**src/irq_prio_regs.svh**
```systemverilog
// register offsets, reset values and field positions of the interrupt prioritizer
`ifndef IRQ_PRIO_REGS_SVH
`define IRQ_PRIO_REGS_SVH
`define OFS_REQUEST_GROUP0 12'h0fc0
`define OFS_ENABLE_HI_GROUP0 12'h0fc1
`define OFS_ENABLE_LO_GROUP0 12'h0fc2
`define OFS_REQUEST_GROUP1 12'h0fc3
`define OFS_ENABLE_HI_GROUP1 12'h0fc4
`define OFS_ENABLE_LO_GROUP1 12'h0fc5
`define OFS_REQUEST_GROUP2 12'h0fc6
`define OFS_ENABLE_HI_GROUP2 12'h0fc7
`define OFS_ENABLE_LO_GROUP2 12'h0fc8
`define OFS_EDGE_POLARITY_SELECT 12'h0fcd
`define OFS_SHARED_SOURCE_SELECT 12'h0fce
`define OFS_IRQ_STATUS 12'h0fd0
`define OFS_IRQ_MASK 12'h0fd1
`define OFS_ACTIVE_VECTOR 12'h0fd2
`define RST_REG8 8'h00
`define SHARED_SEL_BIT 3'd6
`define STATUS_BIT_TAKE 0
`define STATUS_BIT_LOST 1
`endif

```
**src/irq_prio_pkg.sv**
```systemverilog
// types shared by the interrupt prioritizer files
package irq_prio_pkg;
    typedef logic [1:0] prio_t;
    typedef enum logic [1:0] {
        PRIO_OFF = 2'b00,
        PRIO_LOW = 2'b01,
        PRIO_MID = 2'b10,
        PRIO_HIGH = 2'b11
    } prio_level_e;
    typedef enum logic [1:0] {
        ST_IDLE = 2'b00,
        ST_REQ = 2'b01,
        ST_ACK = 2'b10
    } vec_state_e;
endpackage

```
**src/irq_edge_detect.sv**
```systemverilog
// per-pin edge detection for the port interrupt inputs
module irq_edge_detect
    import irq_prio_pkg::*;
#(
    parameter int WIDTH = 12,
    parameter int SEL_WIDTH = 8
) (
    input wire logic clk_sys_in,
    input wire logic rst_n_in,
    input wire logic [WIDTH-1:0] pin_in,
    input wire logic [SEL_WIDTH-1:0] falling_sel_in,
    output logic [WIDTH-1:0] edge_out
);
    logic [WIDTH-1:0] last_pin;
    logic [WIDTH-1:0] next_edge;

    initial begin
        if (SEL_WIDTH > WIDTH) begin
            $error("more selectable inputs than inputs");
        end
    end

    always_ff @(posedge clk_sys_in) begin
        if (!rst_n_in) begin
            last_pin <= '0;
        end else begin
            last_pin <= pin_in;
        end
    end

    always_comb begin
        for (int i = 0; i < WIDTH; i++) begin
            if (i < SEL_WIDTH) begin
                // single edge, polarity chosen per pin
                next_edge[i] = falling_sel_in[i] ? (last_pin[i] & ~pin_in[i])
                                                 : (~last_pin[i] & pin_in[i]);
            end else begin
                next_edge[i] = last_pin[i] ^ pin_in[i];
            end
        end
    end

    always_ff @(posedge clk_sys_in) begin
        if (!rst_n_in) begin
            edge_out <= '0;
        end else begin
            edge_out <= next_edge;
        end
    end
endmodule

```
**src/irq_prioritizer.sv**
```systemverilog
// vectored interrupt prioritizer: requests, enables, arbitration, vector hand-off
//
// The plain strobed port was decided locally.
`include "irq_prio_regs.svh"

// Behaviour
// - arbitrate pending peripheral and port requests; forward only the winner
// - seventeen sources fold onto sixteen vectors
// - twelve port pin sources, five peripheral sources
// - comparator and port_a_pin_six share one vector
// - eight port inputs trigger on a chosen rising or falling edge
// - four port inputs trigger on both edges
// - each source has software priority of three levels, used in arbitration
// - watchdog is an accepted request source
// - in polled mode vectoring has no effect; arbitration still feeds the active vector readback
// - absent adc or unbonded pins remove those sources
module irq_prioritizer
    import irq_prio_pkg::*;
#(
    parameter int NUM_VEC = 16,
    parameter int NUM_PORT = 12,
    parameter int NUM_SEL_EDGE = 8,
    parameter logic HAS_ADC = 1'b1,
    parameter logic [11:0] PORT_BONDED = 12'h0fff
) (
    input wire logic clk_sys_in,
    input wire logic rst_n_in,
    input wire logic [11:0] addr_in,
    input wire logic [7:0] wdata_in,
    input wire logic wr_in,
    input wire logic rd_in,
    output logic [7:0] rdata_out,
    input wire logic [11:0] port_pin_in,
    input wire logic watchdog_irq_in,
    input wire logic timer_irq_in,
    input wire logic adc_irq_in,
    input wire logic comparator_irq_in,
    input wire logic uart_irq_in,
    input wire logic vectored_mode_in,
    input wire logic core_ack_in,
    output logic core_irq_out,
    output logic [3:0] core_vector_out,
    output logic irq_out
);
    logic [7:0] request_group0;
    logic [7:0] request_group1;
    logic [7:0] request_group2;
    logic [7:0] enable_hi_group0;
    logic [7:0] enable_lo_group0;
    logic [7:0] enable_hi_group1;
    logic [7:0] enable_lo_group1;
    logic [7:0] enable_hi_group2;
    logic [7:0] enable_lo_group2;
    logic [7:0] edge_polarity_select;
    logic [7:0] shared_source_select;
    logic [7:0] irq_status;
    logic [7:0] irq_mask;
    logic [11:0] port_edge;
    logic [NUM_VEC-1:0] src_event;
    logic [NUM_VEC-1:0] pending;
    logic [NUM_VEC-1:0] enable_hi;
    logic [NUM_VEC-1:0] enable_lo;
    logic [NUM_VEC-1:0] ack_clear;
    logic win_valid;
    logic [3:0] win_vec;
    logic [1:0] win_prio;
    vec_state_e state;
    vec_state_e next_state;
    logic ev_take;
    logic ev_lost;
    logic [7:0] next_rdata;
    prio_t src_prio [NUM_VEC];
    prio_t top_prio;
    logic wr_req0;
    logic wr_req1;
    logic wr_req2;
    logic rd_status;

    initial begin
        if (NUM_VEC != 16 || NUM_PORT != 12 || NUM_SEL_EDGE != 8) begin
            $error("vector map is fixed at 16 vectors, 12 port sources, 8 selectable");
        end
    end

    function automatic prio_t level_of(input logic hi, input logic lo);
        return {hi, lo};
    endfunction

    function automatic logic hit(input logic [11:0] a, input logic [11:0] ofs);
        return a == ofs;
    endfunction

    irq_edge_detect #(
        .WIDTH(NUM_PORT),
        .SEL_WIDTH(NUM_SEL_EDGE)
    ) u_edge (
        .clk_sys_in(clk_sys_in),
        .rst_n_in(rst_n_in),
        .pin_in(port_pin_in),
        .falling_sel_in(edge_polarity_select),
        .edge_out(port_edge)
    );

    // vector order: 0 watchdog, 1 timer, 2 adc, 3 uart, 4..15 port pins 0..11
    always_comb begin
        src_event = '0;
        src_event[0] = watchdog_irq_in;
        src_event[1] = timer_irq_in;
        src_event[2] = adc_irq_in & HAS_ADC;
        src_event[3] = uart_irq_in;
        src_event[15:4] = port_edge & PORT_BONDED;
        // port_a_pin_six line carries comparator when shared select is set
        if (shared_source_select[`SHARED_SEL_BIT]) begin
            src_event[4 + 6] = comparator_irq_in;
        end
    end

    assign pending = {request_group1, request_group0};
    assign enable_hi = {enable_hi_group1, enable_hi_group0};
    assign enable_lo = {enable_lo_group1, enable_lo_group0};

    // per-source level from the two enable bits
    always_comb begin
        for (int i = 0; i < NUM_VEC; i++) begin
            src_prio[i] = level_of(enable_hi[i], enable_lo[i]);
        end
    end

    // first pass: highest level among pending sources
    always_comb begin
        top_prio = PRIO_OFF;
        for (int i = 0; i < NUM_VEC; i++) begin
            if (pending[i] && src_prio[i] > top_prio) begin
                top_prio = src_prio[i];
            end
        end
    end

    // second pass: lowest vector at that level wins the tie
    always_comb begin
        win_valid = 1'b0;
        win_vec = 4'h0;
        win_prio = top_prio;
        for (int i = NUM_VEC - 1; i >= 0; i--) begin
            if (pending[i] && top_prio != PRIO_OFF && src_prio[i] == top_prio) begin
                win_valid = 1'b1;
                win_vec = 4'(i);
            end
        end
    end

    // core hand-off; the core fetches the 2-byte vector itself
    always_comb begin
        next_state = state;
        ev_take = 1'b0;
        case (state)
            ST_IDLE: begin
                if (win_valid && vectored_mode_in) begin
                    next_state = ST_REQ;
                end
            end
            ST_REQ: begin
                if (!vectored_mode_in) begin
                    next_state = ST_IDLE;
                end else if (core_ack_in) begin
                    next_state = ST_ACK;
                    ev_take = 1'b1;
                end
            end
            ST_ACK: begin
                next_state = ST_IDLE;
            end
            default: begin
                next_state = ST_IDLE;
            end
        endcase
    end

    always_ff @(posedge clk_sys_in) begin
        if (!rst_n_in) begin
            state <= ST_IDLE;
        end else begin
            state <= next_state;
        end
    end

    always_ff @(posedge clk_sys_in) begin
        if (!rst_n_in) begin
            core_irq_out <= 1'b0;
            core_vector_out <= 4'h0;
        end else begin
            core_irq_out <= (next_state == ST_REQ);
            if (state == ST_IDLE && win_valid) begin
                core_vector_out <= win_vec;
            end
        end
    end

    always_comb begin
        ack_clear = '0;
        if (ev_take) begin
            ack_clear[core_vector_out] = 1'b1;
        end
    end

    assign ev_lost = |(src_event & pending);

    assign wr_req0 = wr_in && hit(addr_in, `OFS_REQUEST_GROUP0);
    assign wr_req1 = wr_in && hit(addr_in, `OFS_REQUEST_GROUP1);
    assign wr_req2 = wr_in && hit(addr_in, `OFS_REQUEST_GROUP2);
    assign rd_status = rd_in && hit(addr_in, `OFS_IRQ_STATUS);

    // request bits: hardware set beats software or acknowledge clear
    // group2 has no sources wired; kept as plain storage
    always_ff @(posedge clk_sys_in) begin
        if (!rst_n_in) begin
            request_group0 <= `RST_REG8;
            request_group1 <= `RST_REG8;
            request_group2 <= `RST_REG8;
        end else begin
            if (wr_req0) begin
                request_group0 <= wdata_in | src_event[7:0];
            end else begin
                request_group0 <= (request_group0 & ~ack_clear[7:0]) | src_event[7:0];
            end
            if (wr_req1) begin
                request_group1 <= wdata_in | src_event[15:8];
            end else begin
                request_group1 <= (request_group1 & ~ack_clear[15:8]) | src_event[15:8];
            end
            if (wr_req2) begin
                request_group2 <= wdata_in;
            end
        end
    end

    always_ff @(posedge clk_sys_in) begin
        if (!rst_n_in) begin
            enable_hi_group0 <= `RST_REG8;
            enable_lo_group0 <= `RST_REG8;
            enable_hi_group1 <= `RST_REG8;
            enable_lo_group1 <= `RST_REG8;
            enable_hi_group2 <= `RST_REG8;
            enable_lo_group2 <= `RST_REG8;
        end else if (wr_in) begin
            case (addr_in)
                `OFS_ENABLE_HI_GROUP0: enable_hi_group0 <= wdata_in;
                `OFS_ENABLE_LO_GROUP0: enable_lo_group0 <= wdata_in;
                `OFS_ENABLE_HI_GROUP1: enable_hi_group1 <= wdata_in;
                `OFS_ENABLE_LO_GROUP1: enable_lo_group1 <= wdata_in;
                `OFS_ENABLE_HI_GROUP2: enable_hi_group2 <= wdata_in;
                `OFS_ENABLE_LO_GROUP2: enable_lo_group2 <= wdata_in;
                default: begin
                end
            endcase
        end
    end

    always_ff @(posedge clk_sys_in) begin
        if (!rst_n_in) begin
            edge_polarity_select <= `RST_REG8;
        end else if (wr_in && hit(addr_in, `OFS_EDGE_POLARITY_SELECT)) begin
            edge_polarity_select <= wdata_in;
        end
    end

    always_ff @(posedge clk_sys_in) begin
        if (!rst_n_in) begin
            shared_source_select <= `RST_REG8;
        end else if (wr_in && hit(addr_in, `OFS_SHARED_SOURCE_SELECT)) begin
            shared_source_select <= wdata_in;
        end
    end

    always_ff @(posedge clk_sys_in) begin
        if (!rst_n_in) begin
            irq_mask <= `RST_REG8;
        end else if (wr_in && hit(addr_in, `OFS_IRQ_MASK)) begin
            irq_mask <= wdata_in;
        end
    end

    // sticky status, cleared by its read; a new event wins over the clear
    always_ff @(posedge clk_sys_in) begin
        if (!rst_n_in) begin
            irq_status <= `RST_REG8;
        end else begin
            if (rd_status) begin
                irq_status <= '0;
            end
            if (ev_take) begin
                irq_status[`STATUS_BIT_TAKE] <= 1'b1;
            end
            if (ev_lost) begin
                irq_status[`STATUS_BIT_LOST] <= 1'b1;
            end
        end
    end

    always_ff @(posedge clk_sys_in) begin
        if (!rst_n_in) begin
            irq_out <= 1'b0;
        end else begin
            irq_out <= |(irq_status & irq_mask);
        end
    end

    always_comb begin
        case (addr_in)
            `OFS_REQUEST_GROUP0: next_rdata = request_group0;
            `OFS_ENABLE_HI_GROUP0: next_rdata = enable_hi_group0;
            `OFS_ENABLE_LO_GROUP0: next_rdata = enable_lo_group0;
            `OFS_REQUEST_GROUP1: next_rdata = request_group1;
            `OFS_ENABLE_HI_GROUP1: next_rdata = enable_hi_group1;
            `OFS_ENABLE_LO_GROUP1: next_rdata = enable_lo_group1;
            `OFS_REQUEST_GROUP2: next_rdata = request_group2;
            `OFS_ENABLE_HI_GROUP2: next_rdata = enable_hi_group2;
            `OFS_ENABLE_LO_GROUP2: next_rdata = enable_lo_group2;
            `OFS_EDGE_POLARITY_SELECT: next_rdata = edge_polarity_select;
            `OFS_SHARED_SOURCE_SELECT: next_rdata = shared_source_select;
            `OFS_IRQ_STATUS: next_rdata = irq_status;
            `OFS_IRQ_MASK: next_rdata = irq_mask;
            `OFS_ACTIVE_VECTOR: next_rdata = {win_valid, 1'b0, win_prio, win_vec};
            default: next_rdata = 8'h00;
        endcase
    end

    always_ff @(posedge clk_sys_in) begin
        if (!rst_n_in) begin
            rdata_out <= 8'h00;
        end else if (rd_in) begin
            rdata_out <= next_rdata;
        end else begin
            rdata_out <= 8'h00;
        end
    end
endmodule

```
**config.mk**
```make
export PLATFORM = sky130hd
export DESIGN_NAME = irq_prioritizer
export DESIGN_NICKNAME = d
export VERILOG_FILES = /design/src/irq_prio_pkg.sv /design/src/irq_edge_detect.sv /design/src/irq_prioritizer.sv
export VERILOG_INCLUDE_DIRS = /design/src
export SDC_FILE = /design/constraint.sdc
export NUM_CORES = 1
export LEC_CHECK = 0
export ABC_CLOCK_PERIOD_IN_PS = 48200
export BUFFER_PORTS_ARGS = -buffer_cell sky130_fd_sc_hd__buf_2
export CAP_MARGIN = 20
export CORE_UTILIZATION = 60
export DETAILED_ROUTE_END_ITERATION = 8
export HOLD_SLACK_MARGIN = 0.15
export PLACE_DENSITY = 0.79
export SETUP_SLACK_MARGIN = 0.02
export SKIP_CTS_REPAIR_TIMING = 1
export SLEW_MARGIN = 20
export SYNTH_ARGS = -nofsm -noshare
export SYNTH_HDL_FRONTEND = slang
export SYNTH_SLANG_ARGS = --single-unit
export TNS_END_PERCENT = 10
```
**constraint.sdc**
```tcl
create_clock -name clk_sys_in -period 48.2 [get_ports clk_sys_in]
set_clock_uncertainty 0.1 [all_clocks]
set_input_delay 12.05 -clock clk_sys_in [delete_from_list [all_inputs] [get_ports clk_sys_in]]
set_output_delay 12.05 -clock clk_sys_in [all_outputs]
set_load 0.05 [all_outputs]
```
## After elaboration in Yosys (flattened, before gate mapping)

Cells that the tools add are included.

| word-level totals | value |
|---|---|
| bits in registers | 138 |
| logic and storage cells | 261 |
| output and inout bits | 14 |

| cells by class | value |
|---|---|
| mux-type cells | 73 |
| reduce and logical (&&, ||, !) cells | 71 |
| equality and inequality tests | 32 |
| order comparisons | 18 |
| bitwise logic cells | 46 |

Operator list:

| operator | number |
|---|---|
| equality test 12 bit, second input constant | 14 |
| one-hot mux 8 bit (14 select lines) | 1 |
| two-way mux 4 bit | 16 |
| logical AND 1 bit | 58 |
| two-way mux 2 bit | 20 |
| equality test 2 bit | 16 |
| OR 8 bit | 4 |
| two-way mux 1 bit | 31 |
| greater-than comparator 2 bit | 15 |
| bitwise AND 1 bit | 16 |
| bitwise AND 16 bit | 1 |
| bitwise AND 8 bit | 2 |
| two-way mux 16 bit | 1 |
| two-way mux 8 bit | 2 |
| NOT 1 bit | 16 |
| NOT 8 bit | 2 |
| OR reduction 16 bit | 1 |
| AND reduction 2 bit | 7 |
| bitwise AND 2 x 8 -> 8 bit | 1 |
| OR reduction 8 bit | 1 |
| nonzero test 2 bit | 3 |
| < comparator 4 x 5 -> 1 bit, second input constant | 1 |
| demux 1 bit (select 4 bit) | 1 |
| equality test 2 x 1 -> 1 bit, second input constant | 2 |
| other kinds (5) | 8 |

## Longest topological paths before layout

Gate-level depths: netlist of run 1.

| depth | value |
|---|---|
| word-level depth | 71 |
| mapped depth | 93 |
| depth with buffers taken out | 90 |

## Cells and area by module

From an unflattened synthesis of run 1, not the netlist that was laid out.

| second synthesis, totals | value |
|---|---|
| cell total of the unflattened synthesis | 984 |
| area total of the unflattened synthesis | 8255.4 um2 |

Modules (own cells, without submodules):

| module | seq. area each (um2) | cells an instance | area an instance (um2) | times used |
|---|---|---|---|---|
| irq_prioritizer | 2282.2 | 913 | 7415.9 | 1 |
| irq_edge_detect | 480.5 | 71 | 839.6 | 1 |

## Worst setup path before layout of run 1

Ideal clock, no wire load.

| timing | value |
|---|---|
| path type | register -> register |
| start | reg request_group0[0] |
| end | reg rdata_out[0] |
| clock period less this slack | 18098 ps |
| cell stages (with the launch flop) | 91 |
| arrival time | 17856 ps |
| path slack | 30102 ps |
| path through | dfxtp_1 -> and2_1 -> inv_2 -> ha_1 -> nor2b_1 -> o21ai_2 -> mux2_4 -> ha_1 -> nor2_1 -> and2_1 -> nor4_1 -> a311oi_1 -> and3_1 -> ha_1 -> nor2_1 -> nor2_1 -> o21ai_1 -> a32o_1 -> [... 55 more ...] -> o22ai_1 -> a311oi_1 -> o41ai_1 -> a21oi_2 -> or2_2 -> ha_1 -> nor2_1 -> maj3_1 -> nand2_1 -> nand2b_4 -> o22ai_2 -> buf_6 -> mux2_2 -> a211oi_2 -> a2bb2oi_1 -> o31ai_2 -> nand3_1 -> a41oi_2 |

| between the ends | value |
|---|---|
| longest elaborated chain between the ends | 67 |
| elaborated cells between the ends (all ways) | 113 |
| those cells by class | order compare: 15; eq/ne: 16; mux: 33; reduce/logical: 49 |

Ends and longest elaborated chain:

| element | line | text |
|---|---|---|
| from (decl) | irq_prioritizer.sv:45 | `logic [7:0] request_group0;` |
| from (signal assigned) | irq_prioritizer.sv:217 | `` request_group0 <= `RST_REG8; `` |
| from (signal assigned) | irq_prioritizer.sv:222 | `request_group0 <= wdata_in \| src_event[7:0];` |
| from (signal assigned) | irq_prioritizer.sv:224 | `request_group0 <= (request_group0 & ~ack_clear[7:0]) \| src_event[7:0];` |
| logical AND 1 bit | irq_prioritizer.sv:133 | `if (pending[i] && src_prio[i] > top_prio) begin` |
| two-way mux 2 bit | irq_prioritizer.sv:133 |  |
| greater-than comparator 2 bit | irq_prioritizer.sv:133 |  |
| logical AND 1 bit | irq_prioritizer.sv:133 |  |
| two-way mux 2 bit | irq_prioritizer.sv:133 |  |
| greater-than comparator 2 bit | irq_prioritizer.sv:133 |  |
| logical AND 1 bit | irq_prioritizer.sv:133 |  |
| two-way mux 2 bit | irq_prioritizer.sv:133 |  |
| [... 35 more ...] | -- |  |
| two-way mux 2 bit | irq_prioritizer.sv:133 |  |
| greater-than comparator 2 bit | irq_prioritizer.sv:133 |  |
| logical AND 1 bit | irq_prioritizer.sv:133 |  |
| two-way mux 2 bit | irq_prioritizer.sv:133 |  |
| nonzero test 2 bit | irq_prioritizer.sv:145 | `if (pending[i] && top_prio != PRIO_OFF && src_prio[i] == top_prio) begin` |
| logical AND 1 bit (2 in a row) | irq_prioritizer.sv:145 |  |
| two-way mux 4 bit (16 in a row) | irq_prioritizer.sv:145 |  |
| one-hot mux 8 bit (14 select lines) * | irq_prioritizer.sv:309 | `case (addr_in)` |
| to (signal assigned) | irq_prioritizer.sv:332 | `rdata_out <= next_rdata;` |
| to (decl) | irq_prioritizer.sv:32 | `output logic [7:0] rdata_out,` |

Every way passes the cells marked *; elsewhere a longest branch is shown, timed or not.
A chain may end at the register's enable or synchronous reset.

## Final worst setup path of run 1

| timing | value |
|---|---|
| start | reg request_group0[0] |
| end | reg core_vector_out[3] |

| between the ends | value |
|---|---|
| longest elaborated chain between the ends | 67 |
| elaborated cells between the ends (all ways) | 129 |
| those cells by class | order compare: 15; eq/ne: 16; mux: 48; reduce/logical: 50 |

Ends and longest elaborated chain:

| element | line | text |
|---|---|---|
| logical AND 1 bit | irq_prioritizer.sv:133 |  |
| two-way mux 2 bit | irq_prioritizer.sv:133 |  |
| greater-than comparator 2 bit | irq_prioritizer.sv:133 |  |
| logical AND 1 bit | irq_prioritizer.sv:133 |  |
| two-way mux 2 bit | irq_prioritizer.sv:133 |  |
| greater-than comparator 2 bit | irq_prioritizer.sv:133 |  |
| logical AND 1 bit | irq_prioritizer.sv:133 |  |
| two-way mux 2 bit | irq_prioritizer.sv:133 |  |
| [... 35 more ...] | -- |  |
| two-way mux 2 bit | irq_prioritizer.sv:133 |  |
| greater-than comparator 2 bit | irq_prioritizer.sv:133 |  |
| logical AND 1 bit | irq_prioritizer.sv:133 |  |
| two-way mux 2 bit | irq_prioritizer.sv:133 |  |
| nonzero test 2 bit | irq_prioritizer.sv:145 |  |
| logical AND 1 bit (2 in a row) | irq_prioritizer.sv:145 |  |
| two-way mux 1 bit (16 in a row) | irq_prioritizer.sv:145 |  |
| logical AND 1 bit | irq_prioritizer.sv:193 | `if (state == ST_IDLE && win_valid) begin` |
| to (signal assigned) | irq_prioritizer.sv:194 | `core_vector_out <= win_vec;` |
| to (decl) | irq_prioritizer.sv:42 | `output logic [3:0] core_vector_out,` |

Parallel ways exist; a longest one is shown, timed or not.

==> results.yml, run 1 <==
sta:
  period_needed_ns: 20.39
  fin_tns_setup_ns: 0
  rsz0062_at_grt: "false"
  worstMarginPinSlew_ns: 1.021
  finalWorstSetupSlack_ns: 27.81
  period_share_pct: 42.30
  drv_slew: 0
  max_freq_ghz: 0.04905
  slew_headroom_pct: 31.39
  setup_viol: 0
  hold_viol_final: 0
power_and_ir_drop:
  clockPowerShare_pct: 49.3
  swShare_pct: 26.24
  intPower_uw: 193.6
  p_leak_uw: 0.003215
  combPwrFrac_pct: 4.9
  seqPwrFrac_pct: 45.7
  power.switching_uw: 68.88
  ir_worst_vdd_mv: 0.02640
  cellPowerDensity_nw_per_um2: 30.01
place:
  hpwl_um: 17740
  io_buffer_count: 56
  pre_cts_slack_ns: 28.25
  gp_congestion: 0.9841
  dpl_cell_area_um2: 8163
floorplanning:
  initial_core_util_pct: 61.82
  chipWidth_um: 116.5
  dieArea_um2: 13570
  io_pins: 57
  rows: 41
  core_um2: 12720
  die_y_um: 116.5
cts:
  cts_buffers: 17
  cts_root_buffer: "clkbuf_16"
  clock_path_buffers: 2
  clock_sinks: 138
  h-tree-depth: 4
  clk_pin_slew_ns: 0.07
  clock_latency_ns: 0.44
  cts_tree: "done"
finish:
  final_nets: 1131
  drive_gt1_share_pct: 12.90
  area.growth.synth_to_final_pct: 11.20
  final_area_um2: 8746
  n_antenna_cell: 0
global_route:
  grt_overflow: 0
  globalRouteMet3Util_pct: 10.79
  grtUsageMet1_pct: 51.30
  grt_max_degree: 82
  grt_pass1_wl_um: 39840
  grt.met2_usage_pct: 59.57
  grt_usage_pct: 39.28
  first_global_vias: 7351
  antenna_found_initial: 0
  grt_busiest_layer: "met2"
worst_setup_path:
  timing.rr.start: "request_group0[0]$_SDFF_PN0_"
  reg2reg_to: "core_vector_out[3]$_SDFFE_PN0P_"
  worst_r2r_path_depth: 90
  rrSetupSlack_ns: 27.81
  worstPathArrival_ns: 20.65
  critPathRequiredTime_ns: 48.46
  critPathSlowestCell: "dfxtp_1"
  crit_path_max_incr_delay_ns: 0.46
  crit_path_frequent_cell: "ha_1"
  crit_fanout: 29
  end_kind: "register"
  criticalPathCategory: "reg2reg"
  cp-start-kind: "register"
logic_synthesis:
  synth_nets: 1110
  avgSynthCellArea_um2: 7.483
  synth_top_family_by_area: "simple AND/OR/NAND/NOR gates"
  synth_simple_gate_area_share_pct: 26.96
  synth_fa_ha_area_share_pct: 2.927
  netlist.area_leader.share_pct: 35.13
  ys_ff_latch: 138
  synthFlopType: "dfxtp_1"
  synth_xor_area_share_pct: 0.7795
  synth_edf_count: 0
  synthTopCellsByArea: "dfxtp_1 (35%), nand2_1 (9.6%), a21oi_1 (8.0%)"
  async_reset_ff_share_pct: 0
  synth_warnings: 0
  netlist_area_um2: 7865
  synthMuxAreaShare_pct: 3.309
  ys_seq_area_share_pct: 35.13
  ys_types: 78
  synth_cells: 1051
  yosys.area.top_type: "dfxtp_1"
  synth-compound-area-share_pct: 26.28
route:
  drt-total-wl_um: 25850
  wl_per_cell_um: 20.57
  postRouteAntennaNets: 0
  via_count: 8289
  viasPerCell: 6.594
  drt_iter0_drc: 1299
  route.detailed.drc: 0
  dr.pass1.iters: 6
min_path:
  worstHoldStart: "enable_hi_group2[0]$_SDFFE_PN0P_"
  hold_class: "reg2reg"
  hold_path_end: "enable_hi_group2[0]$_SDFFE_PN0P_"
  min_path_cells: 2
outcome:
  status: "completed"
job:
  drv_cap: 0
[worst max path at each step]
stage	slack, ns	cells past startpoint	endpoint	startpoint
floorplan	30.10	90	rdata_out[0]$_SDFF_PN0_	request_group0[0]$_SDFF_PN0_
global placement	28.91	90	core_vector_out[3]$_SDFFE_PN0P_	request_group0[0]$_SDFF_PN0_
detailed placement	28.25	90	rdata_out[0]$_SDFF_PN0_	request_group0[0]$_SDFF_PN0_
CTS	28.18	90	core_vector_out[3]$_SDFFE_PN0P_	request_group0[0]$_SDFF_PN0_
global route	26.65	91	core_vector_out[3]$_SDFFE_PN0P_	request_group0[0]$_SDFF_PN0_
finish	27.81	90	core_vector_out[3]$_SDFFE_PN0P_	request_group0[0]$_SDFF_PN0_
[registers in the layout, summed over array words and instances (netlist names)]
name	flops
u_edge.edge_out	12
u_edge.last_pin	12
edge_polarity_select	8
enable_hi_group0	8
enable_hi_group1	8
enable_hi_group2	8
enable_lo_group0	8
enable_lo_group1	8
enable_lo_group2	8
irq_mask	8
rdata_out	8
request_group0	8
request_group1	8
request_group2	8
shared_source_select	8
core_vector_out	4
irq_status	2
state	2
core_irq_out	1
irq_out	1
[metrics by stage]
stage	utilization (%)	hold slack (ns)	power, µW	instances
finish	68.75	0.3552	262.5	1257
detailed placement	64.16	0.3448	134.6	1225
global placement	64.16	0.3376	134.5	1225
global route	68.75	0.3744	268.8	1257
CTS	68.73	0.3531	262.4	1257
floorplan	-	0.3313	128.5	1051
[per-layer routing]
layer  vias up  routed length [µm]
li1       3817                   -
met1      3755                9995
met2       592               11280
met3       125                3062
met4         0                1509
met5         -                   0
[cells by family (layout without fill, tap and decap cells)]
kind of cell	count (synthesis)	in the layout
compound gates	303	303
xor+xnor	7	7
fa+ha+maj	19	19
buf+inv	87	121
flops	138	138
mux	23	23
simple gates	474	474
[cells in the mapped netlist, drive strengths merged (5+ instances only)]
master	n
mux2i	11
a221oi	10
nor2b	5
nand3	66
o211ai	11
a22oi	18
inv	24
mux2	12
and3	6
a222oi	16
o21ai	38
nand4	10
clkbuf	53
nor2	118
o211a	5
xnor2	6
nand2b	8
o22ai	6
a31oi	8
buf	10
nor3	10
dfxtp	138
or2	7
a41oi	6
a22o	6
ha	16
o31ai	5
nor4	5
a21boi	5
and2	25
a21oi	128
a211oi	5
nand3b	5
nand2	201
[layout make-up]
| type | count | area, µm² |
|---|---|---|
| multi-input cells | 826 | 4748 |
| fillers | 1063 | 3976 |
| flip-flops and latches | 138 | 2763 |
| clock buffers | 18 | 429.2 |
| repair buffers | 65 | 347.8 |
| well taps | 172 | 215.2 |
| clock inverters | 14 | 151.4 |
| inverters | 24 | 91.34 |
[power groups by stage]
| stage | Sequential [µW] | Combinational, µW | Clock [µW] |
|---|---|---|---|
| floorplan | 120 | 8.27 | 0 |
| global placement | 122 | 12.2 | 0 |
| detailed placement | 122 | 12.4 | 0 |
| CTS | 120 | 12.5 | 130 |
| global route | 120 | 13.9 | 135 |
| finish | 120 | 12.9 | 130 |
[critical path, delay by kind of cell (launching register included)]
family / cells / cell delay (ns)
flip-flops: 1 / 0.46
AND/OR/NAND/NOR: 33 / 5.65
adder cells (fa/ha/maj): 18 / 5.04
XOR/XNOR: 1 / 0.11
multiplexers: 7 / 2.37
buffers and inverters: 2 / 0.45
AO/OA/AOI/OAI: 29 / 6.12
[layout by cell type, fill, tap and decap left out, types with 5 or more instances in the layout]
cell / netlist / final
a21oi_1: 126 / 126
buf_4: 0 / 9
nor2b_1: 5 / 5
a41oi_1: 5 / 5
buf_2: 2 / 56
a221oi_1: 10 / 10
and3_1: 6 / 6
nand3_1: 66 / 66
o211ai_1: 10 / 10
nor3_1: 10 / 10
o21ai_0: 35 / 35
and2_1: 25 / 25
nand3b_1: 5 / 5
a31oi_1: 8 / 8
or2_2: 7 / 7
nor2_1: 118 / 117
o211a_1: 5 / 5
nand4_1: 10 / 10
a22o_1: 6 / 6
a22oi_1: 17 / 17
clkbuf_16: 0 / 17
nand2b_1: 6 / 6
ha_1: 16 / 16
inv_1: 22 / 22
xnor2_1: 6 / 6
nand2_1: 201 / 201
mux2i_1: 11 / 11
dfxtp_1: 138 / 138
a222oi_1: 16 / 16
inv_6: 0 / 5
mux2_2: 7 / 7
Note: power is estimated with default switching activity, not from simulation.
==> run 2: changes to the inputs <==
--- a/config.mk
+++ b/config.mk
@@ -6,13 +6,14 @@
 export SDC_FILE = /design/constraint.sdc
 export NUM_CORES = 1
 export LEC_CHECK = 0
-export ABC_CLOCK_PERIOD_IN_PS = 48200
+export ABC_AREA = 1
+export ABC_CLOCK_PERIOD_IN_PS = 17970
 export BUFFER_PORTS_ARGS = -buffer_cell sky130_fd_sc_hd__buf_2
 export CAP_MARGIN = 20
-export CORE_UTILIZATION = 60
+export CORE_UTILIZATION = 55
 export DETAILED_ROUTE_END_ITERATION = 8
 export HOLD_SLACK_MARGIN = 0.15
-export PLACE_DENSITY = 0.79
+export PLACE_DENSITY = 0.77
 export SETUP_SLACK_MARGIN = 0.02
 export SKIP_CTS_REPAIR_TIMING = 1
 export SLEW_MARGIN = 20
==> constraint.sdc (replaced) <==
create_clock -name clk_sys_in -period 17.97 [get_ports clk_sys_in]
set_clock_uncertainty 0.1 [all_clocks]
set_input_delay 4.4925 -clock clk_sys_in [delete_from_list [all_inputs] [get_ports clk_sys_in]]
set_output_delay 4.4925 -clock clk_sys_in [all_outputs]
set_load 0.05 [all_outputs]
==> run 2 against run 1 <==
  * Clock-buffer cell count increased by 2
  * Routed wire length decreased by 2.2%
  * Critical path depth increased by 22
  * Worst hold slack improved by 0.023 ns
  * Register-to-register slack got worse by 25 ns
  * Largest cell class unchanged
==> results.yml, run 2 <==
floorplanning:
  die_y_um: 120.1
  dieArea_um2: 14410
  core_um2: 13400
  initial_core_util_pct: 57.20
  chipWidth_um: 120.1
  io_pins: 57
  rows: 42
power_and_ir_drop:
  swShare_pct: 24.12
  seqPwrFrac_pct: 44.1
  power.switching_uw: 174.1
  cellPowerDensity_nw_per_um2: 82.29
  intPower_uw: 547.6
  combPwrFrac_pct: 5.6
  p_leak_uw: 0.003806
  ir_worst_vdd_mv: 0.08373
  clockPowerShare_pct: 50.3
sta:
  period_needed_ns: 15.23
  hold_viol_final: 0
  fin_tns_setup_ns: 0
  slew_headroom_pct: 33.88
  drv_slew: 0
  period_share_pct: 84.76
  max_freq_ghz: 0.06565
  rsz0062_at_grt: "false"
  finalWorstSetupSlack_ns: 2.739
  setup_viol: 0
  worstMarginPinSlew_ns: 0.9667
finish:
  final_nets: 1205
  layout_commonest_cell: "inv_1"
  drive_gt1_share_pct: 12.34
  num-fill-cells: 1237
  ff_latch_area_um2: 2763
  reg_top3: "u_edge.edge_out: 12 flops, u_edge.last_pin: 12 flops"
  multi_input_area_um2: 4109
  final_cell_mix: "inv_1 (175), nand2_1 (174), dfxtp_1 (138), nor2_1 (134), nand3_1 (93)"
  area.growth.synth_to_final_pct: 14.43
outcome:
  status: "completed"
logic_synthesis:
  ys_ff_latch: 138
  synth_warnings: 0
  netlist_area_um2: 7665
  synth_most_common_cell: "inv_1"
  synthFlopType: "dfxtp_1"
  yosys.area.top_type: "dfxtp_1"
  async_reset_ff_share_pct: 0
  synth_common_cells: "inv_1 (175), nand2_1 (174), dfxtp_1 (138)"
  synth_nets: 1155
  netlist.area_leader.share_pct: 36.04
  synthTopCellsByArea: "dfxtp_1 (36%), inv_1 (8.6%), nand2_1 (8.5%)"
  ys_seq_area_share_pct: 36.04
  avgSynthCellArea_um2: 6.993
  ys_types: 52
  synth_edf_count: 0
  synth_cells: 1096
global_route:
  antenna_found_initial: 2
  grt_usage_pct: 36.24
  globalRouteMet3Util_pct: 10.88
  grtUsageMet1_pct: 47.33
  grt.met2_usage_pct: 53.48
  grt_overflow: 0
  grt_busiest_layer: "met2"
  grt_pass1_wl_um: 39130
  first_global_vias: 7183
  grt_max_degree: 56
worst_setup_path:
  critPathSlowestCell: "dfxtp_1"
  timing.rr.start: "enable_lo_group0[0]$_SDFFE_PN0P_"
  crit_fanout: 18
  end_kind: "register"
  criticalPathCategory: "reg2reg"
  worstSetupEndpoint: "rdata_out[3]$_SDFF_PN0_"
  rrSetupSlack_ns: 2.74
  startpoint: "enable_lo_group0[0]$_SDFFE_PN0P_"
  crit_path_frequent_cell: "nand2_1"
  worst_r2r_path_depth: 112
  reg2reg_to: "rdata_out[3]$_SDFF_PN0_"
  cp-start-kind: "register"
  crit_path_max_incr_delay_ns: 0.45
  worstPathArrival_ns: 15.36
  critPathRequiredTime_ns: 18.10
route:
  viasPerCell: 5.942
  dr.pass1.iters: 7
  drt_iter0_drc: 1040
  wl_per_cell_um: 18.93
  postRouteAntennaNets: 0
  route.detailed.drc: 0
  drt-total-wl_um: 25290
  via_count: 7938
cts:
  cts_buffers: 17
  cts_root_buffer: "clkbuf_16"
  clock_sinks: 138
  clk_pin_slew_ns: 0.06
  cts_tree: "done"
  h-tree-depth: 4
  clock_latency_ns: 0.42
  clock_path_buffers: 2
place:
  io_buffer_count: 56
  hpwl_um: 18760
  pre_cts_slack_ns: 2.923
  gp_congestion: 1.024
min_path:
  hold_class: "reg2reg"
job:
  drv_cap: 0
-- run 2: cell count changes after synthesis, moves of 10 or more --
cell      before  now
o211ai_1      10   25
a222oi_1      16    0
mux2i_1       11    1
nand2_1      201  174
xor2_1         1   12
and2_1        25    0
nand3_1       66   93
a211oi_1       4   69
a21oi_1      126   53
inv_1         22  175
clkbuf_1      53   35
o22ai_1        4   18
nor2_1       118  134
-- run 2: metrics by stage --
step                      utilization (%)  area, µm²  cells  total power, µW  hold WS [ns]
after floorplan                         -       7665   1096            344.8        0.3453
after global placement              60.88       8158   1303            363.1        0.3554
after detailed placement            60.88       8158   1303            363.6        0.3734
after CTS                           65.43       8768   1335            720.7        0.3867
after global routing                65.43       8768   1335            740.4        0.3936
final                               65.45       8771   1336            721.7        0.3780
-- run 2: worst max-delay path, delay by kind of cell, from the launching register on --
kind / cells / cell delay, ns
compound gates: 17 / 3.09
fa+ha+maj: 15 / 3.99
buf+inv: 12 / 0.70
flops: 1 / 0.45
simple gates: 68 / 6.66
-- run 2: worst min path at each step --
stage,start,endpoint,slack [ns],depth (start not counted)
after global placement,u_edge.last_pin[9]$_SDFF_PN0_,u_edge.edge_out[9]$_SDFF_PN0_,0.36,2
after detailed placement,u_edge.last_pin[11]$_SDFF_PN0_,u_edge.edge_out[11]$_SDFF_PN0_,0.37,2
final,u_edge.last_pin[11]$_SDFF_PN0_,u_edge.edge_out[11]$_SDFF_PN0_,0.38,2
after CTS,edge_polarity_select[7]$_SDFFE_PN0P_,u_edge.edge_out[7]$_SDFF_PN0_,0.39,2
after floorplan,irq_mask[1]$_SDFFE_PN0P_,irq_out$_SDFF_PN0_,0.35,2
after global routing,u_edge.last_pin[11]$_SDFF_PN0_,u_edge.edge_out[11]$_SDFF_PN0_,0.39,2
-- run 2: power groups by stage --
stage          sequential (µW)  combinational [µW]  clock, µW
6_report                   318                40.5        363
3_3_place_gp               324                38.9          0
4_1_cts                    318                39.4        364
3_5_place_dp               324                39.2          0
2_1_floorplan              322                23.0          0
5_1_grt                    318                43.9        378
-- run 2: layout make-up --
type,instances,area share [%]
Sequential cell,138,31.50
Clock inverter,12,1.869
Antenna cell,1,0.02853
Tap cell,176,2.511
Clock buffer,20,5.093
Multi-Input combinational cell,736,46.85
Timing Repair Buffer,68,4.223
Inverter,185,7.932
-- run 2: logic make-up after synthesis --
family                   share of synthesized area (%)
buffers and inverters                            11.00
adder cells (fa/ha/maj)                          2.612
AO/OA/AOI/OAI                                    22.49
AND/OR/NAND/NOR                                  25.89
multiplexers                                    0.1306
XOR/XNOR                                         1.828
flip-flops                                       36.04
-- run 2: per-layer routing --
| layer | vias to the layer above | part of all wire (%) |
|---|---|---|
| met5 | - | 0 |
| met4 | 0 | 4.6 |
| met3 | 90 | 11 |
| met2 | 400 | 43 |
| met1 | 3612 | 42 |
| li1 | 3836 | - |
==> run 3: changes to the inputs <==
--- a/config.mk
+++ b/config.mk
@@ -7,13 +7,13 @@
 export NUM_CORES = 1
 export LEC_CHECK = 0
 export ABC_AREA = 1
-export ABC_CLOCK_PERIOD_IN_PS = 17970
+export ABC_CLOCK_PERIOD_IN_PS = 14200
 export BUFFER_PORTS_ARGS = -buffer_cell sky130_fd_sc_hd__buf_2
 export CAP_MARGIN = 20
-export CORE_UTILIZATION = 55
+export CORE_UTILIZATION = 60
 export DETAILED_ROUTE_END_ITERATION = 8
 export HOLD_SLACK_MARGIN = 0.15
-export PLACE_DENSITY = 0.77
+export PLACE_DENSITY = 0.8
 export SETUP_SLACK_MARGIN = 0.02
 export SKIP_CTS_REPAIR_TIMING = 1
 export SLEW_MARGIN = 20
==> constraint.sdc (replaced) <==
create_clock -name clk_sys_in -period 14.2 [get_ports clk_sys_in]
set_clock_uncertainty 0.1 [all_clocks]
set_input_delay 3.55 -clock clk_sys_in [delete_from_list [all_inputs] [get_ports clk_sys_in]]
set_output_delay 3.55 -clock clk_sys_in [all_outputs]
set_load 0.05 [all_outputs]
==> run 3 against run 2 <==
  * Sequential power up 26%
  * Highest routed layer is now met5
  * Worst setup slack worse by 2.8 ns
  * Global-route usage grew 5.0 points
  * Clock power up 26%
  * The flow now finishes with violations (negative setup slack)
  * Register-to-register slack lost 2.8 ns
  * Critical path depth up 5
  * Clock-buffer cell count unchanged
  * Power increased by 26%
==> results.yml, run 3 (synthesis results as in run 2) <==
outcome:
  status: "finished, violations left"
  violations: "negative setup slack"
sta:
  hold_viol_final: 0
  max_freq_ghz: 0.07018
  drv_slew: 0
  setup_viol: 5
  rsz0062_at_grt: "true"
  worstMarginPinSlew_ns: 1.212
  slew_headroom_pct: 18.90
  finalWorstSetupSlack_ns: -0.05005
  period_needed_ns: 14.25
  period_share_pct: 100.4
floorplanning:
  die_y_um: 115.0
  core_um2: 12210
  initial_core_util_pct: 62.77
  chipWidth_um: 115.0
  rows: 40
  io_pins: 57
  dieArea_um2: 13230
min_path:
  worstHoldStart: "u_edge.last_pin[11]$_SDFF_PN0_"
  hold_class: "reg2reg"
  min_path_cells: 2
  hold_path_end: "u_edge.edge_out[11]$_SDFF_PN0_"
cts:
  cts_root_buffer: "clkbuf_16"
  cts_buffers: 17
  clock_sinks: 138
  clk_pin_slew_ns: 0.06
  h-tree-depth: 4
  clock_latency_ns: 0.43
  cts_tree: "done"
  clock_path_buffers: 2
worst_setup_path:
  worstPathArrival_ns: 14.48
  end_kind: "register"
  crit_fanout: 5
  rrSetupSlack_ns: -0.05
  criticalPathCategory: "reg2reg"
  critPathSlowestCell: "dfxtp_2"
  timing.rr.start: "enable_hi_group0[0]$_SDFFE_PN0P_"
  cp-start-kind: "register"
  critPathRequiredTime_ns: 14.43
  reg2reg_to: "rdata_out[1]$_SDFF_PN0_"
  crit_path_frequent_cell: "nand2_2"
  crit_path_max_incr_delay_ns: 0.35
  worst_r2r_path_depth: 117
job:
  drv_cap: 0
finish:
  drive_gt1_share_pct: 26.32
  area.growth.synth_to_final_pct: 28.11
  final_cell_mix: "inv_1 (164), nand2_1 (141), dfxtp_1 (135), nor2_1 (125), buf_4 (80)"
  layout_commonest_cell: "inv_1"
  num-fill-cells: 893
  reg_top3: "u_edge.edge_out: 12 flops, u_edge.last_pin: 12 flops"
  final_nets: 1278
  final_area_um2: 9819
route:
  wl_met2_um: 12520
  dr.pass1.iters: 6
  drt_iter0_drc: 1218
  viasPerCell: 6.161
  postRouteAntennaNets: 0
  routed.top_layer: "met5"
  route.layer.met1.wl_um: 11040
  dr_wl_met3_um: 3147
  route.detailed.drc: 0
  drt-total-wl_um: 28460
  via_count: 8625
  wl_per_cell_um: 20.33
place:
  dpl_cell_area_um2: 8568
  io_buffer_count: 56
  pre_cts_slack_ns: -0.4265
  gp_congestion: 1.000
  hpwl_um: 19380
global_route:
  antenna_found_initial: 0
  grt_max_degree: 83
  grt_pass1_wl_um: 40460
  grt_usage_pct: 41.28
  first_global_vias: 7553
  grt_overflow: 0
power_and_ir_drop:
  p_leak_uw: 0.004194
  ir_worst_vdd_mv: 0.1235
  cellPowerDensity_nw_per_um2: 92.88
## run 3: cell types whose count changed in the layout (fill, tap and decap cells not counted), sizes merged
cell,before,now
buf,68,140
nand3,97,98
inv,184,187
bufinv,3,2
clkinv,9,6
## run 3: routing by layer
layer	up-vias	GRT usage (%)
li1	3993	-
met1	3958	52.09
met2	542	64.02
met3	130	11.18
met4	2	22.94
met5	-	0
## run 3: worst max path at each step
stage | start | endpoint | slack, ns | cells after the start
after floorplan | enable_lo_group0[0]$_SDFFE_PN0P_ | rdata_out[0]$_SDFF_PN0_ | 0.88 | 121
after global placement | enable_hi_group0[0]$_SDFFE_PN0P_ | rdata_out[2]$_SDFF_PN0_ | 0.03 | 114
after detailed placement | enable_hi_group0[0]$_SDFFE_PN0P_ | rdata_out[2]$_SDFF_PN0_ | -0.43 | 115
after CTS | enable_hi_group0[0]$_SDFFE_PN0P_ | rdata_out[3]$_SDFF_PN0_ | -0.51 | 115
after global routing | enable_hi_group0[0]$_SDFFE_PN0P_ | rdata_out[0]$_SDFF_PN0_ | -0.90 | 122
final | enable_hi_group0[0]$_SDFFE_PN0P_ | rdata_out[1]$_SDFF_PN0_ | -0.05 | 117
## run 3: critical path: cells and delay by family, from the launching register on
| kind | cells | cell delay (ns) |
|---|---|---|
| flip-flops | 1 | 0.35 |
| adder cells (fa/ha/maj) | 15 | 3.72 |
| buffers and inverters | 18 | 1.48 |
| AND/OR/NAND/NOR | 66 | 5.88 |
| AO/OA/AOI/OAI | 18 | 2.60 |
## run 3: layout make-up
| cell class | instances | area, µm² | share of cell area (%) |
|---|---|---|---|
| Sequential cell | 138 | 2766 | 28.17 |
| Antenna cell | 1 | 2.502 | 0.02548 |
| Inverter | 185 | 696.9 | 7.097 |
| Multi-Input combinational cell | 737 | 4606 | 46.90 |
| Clock inverter | 11 | 136.4 | 1.389 |
| Tap cell | 168 | 210.2 | 2.141 |
| Clock buffer | 20 | 466.7 | 4.753 |
| Timing Repair Buffer | 140 | 934.6 | 9.518 |
## run 3: report_power, final
part / internal [µW] / switching (µW)
logic: 15.6 / 39.1
registers: 395 / 6.84
clock network: 274 / 181
## run 3: stage by stage
step | hold slack, ns | utilization, % | std cells | setup TNS, ns | power (µW)
CTS | 0.3800 | 75.10 | 1378 | -3.650 | 905.3
detailed placement | 0.3675 | 70.16 | 1347 | -2.989 | 461.1
finish | 0.3783 | 80.41 | 1400 | -0.1594 | 912.0
floorplan | 0.3453 | - | 1096 | 0 | 436.3
global placement | 0.3618 | 70.16 | 1347 | 0 | 460.1
global route | 0.3939 | 80.39 | 1399 | -7.054 | 928.1
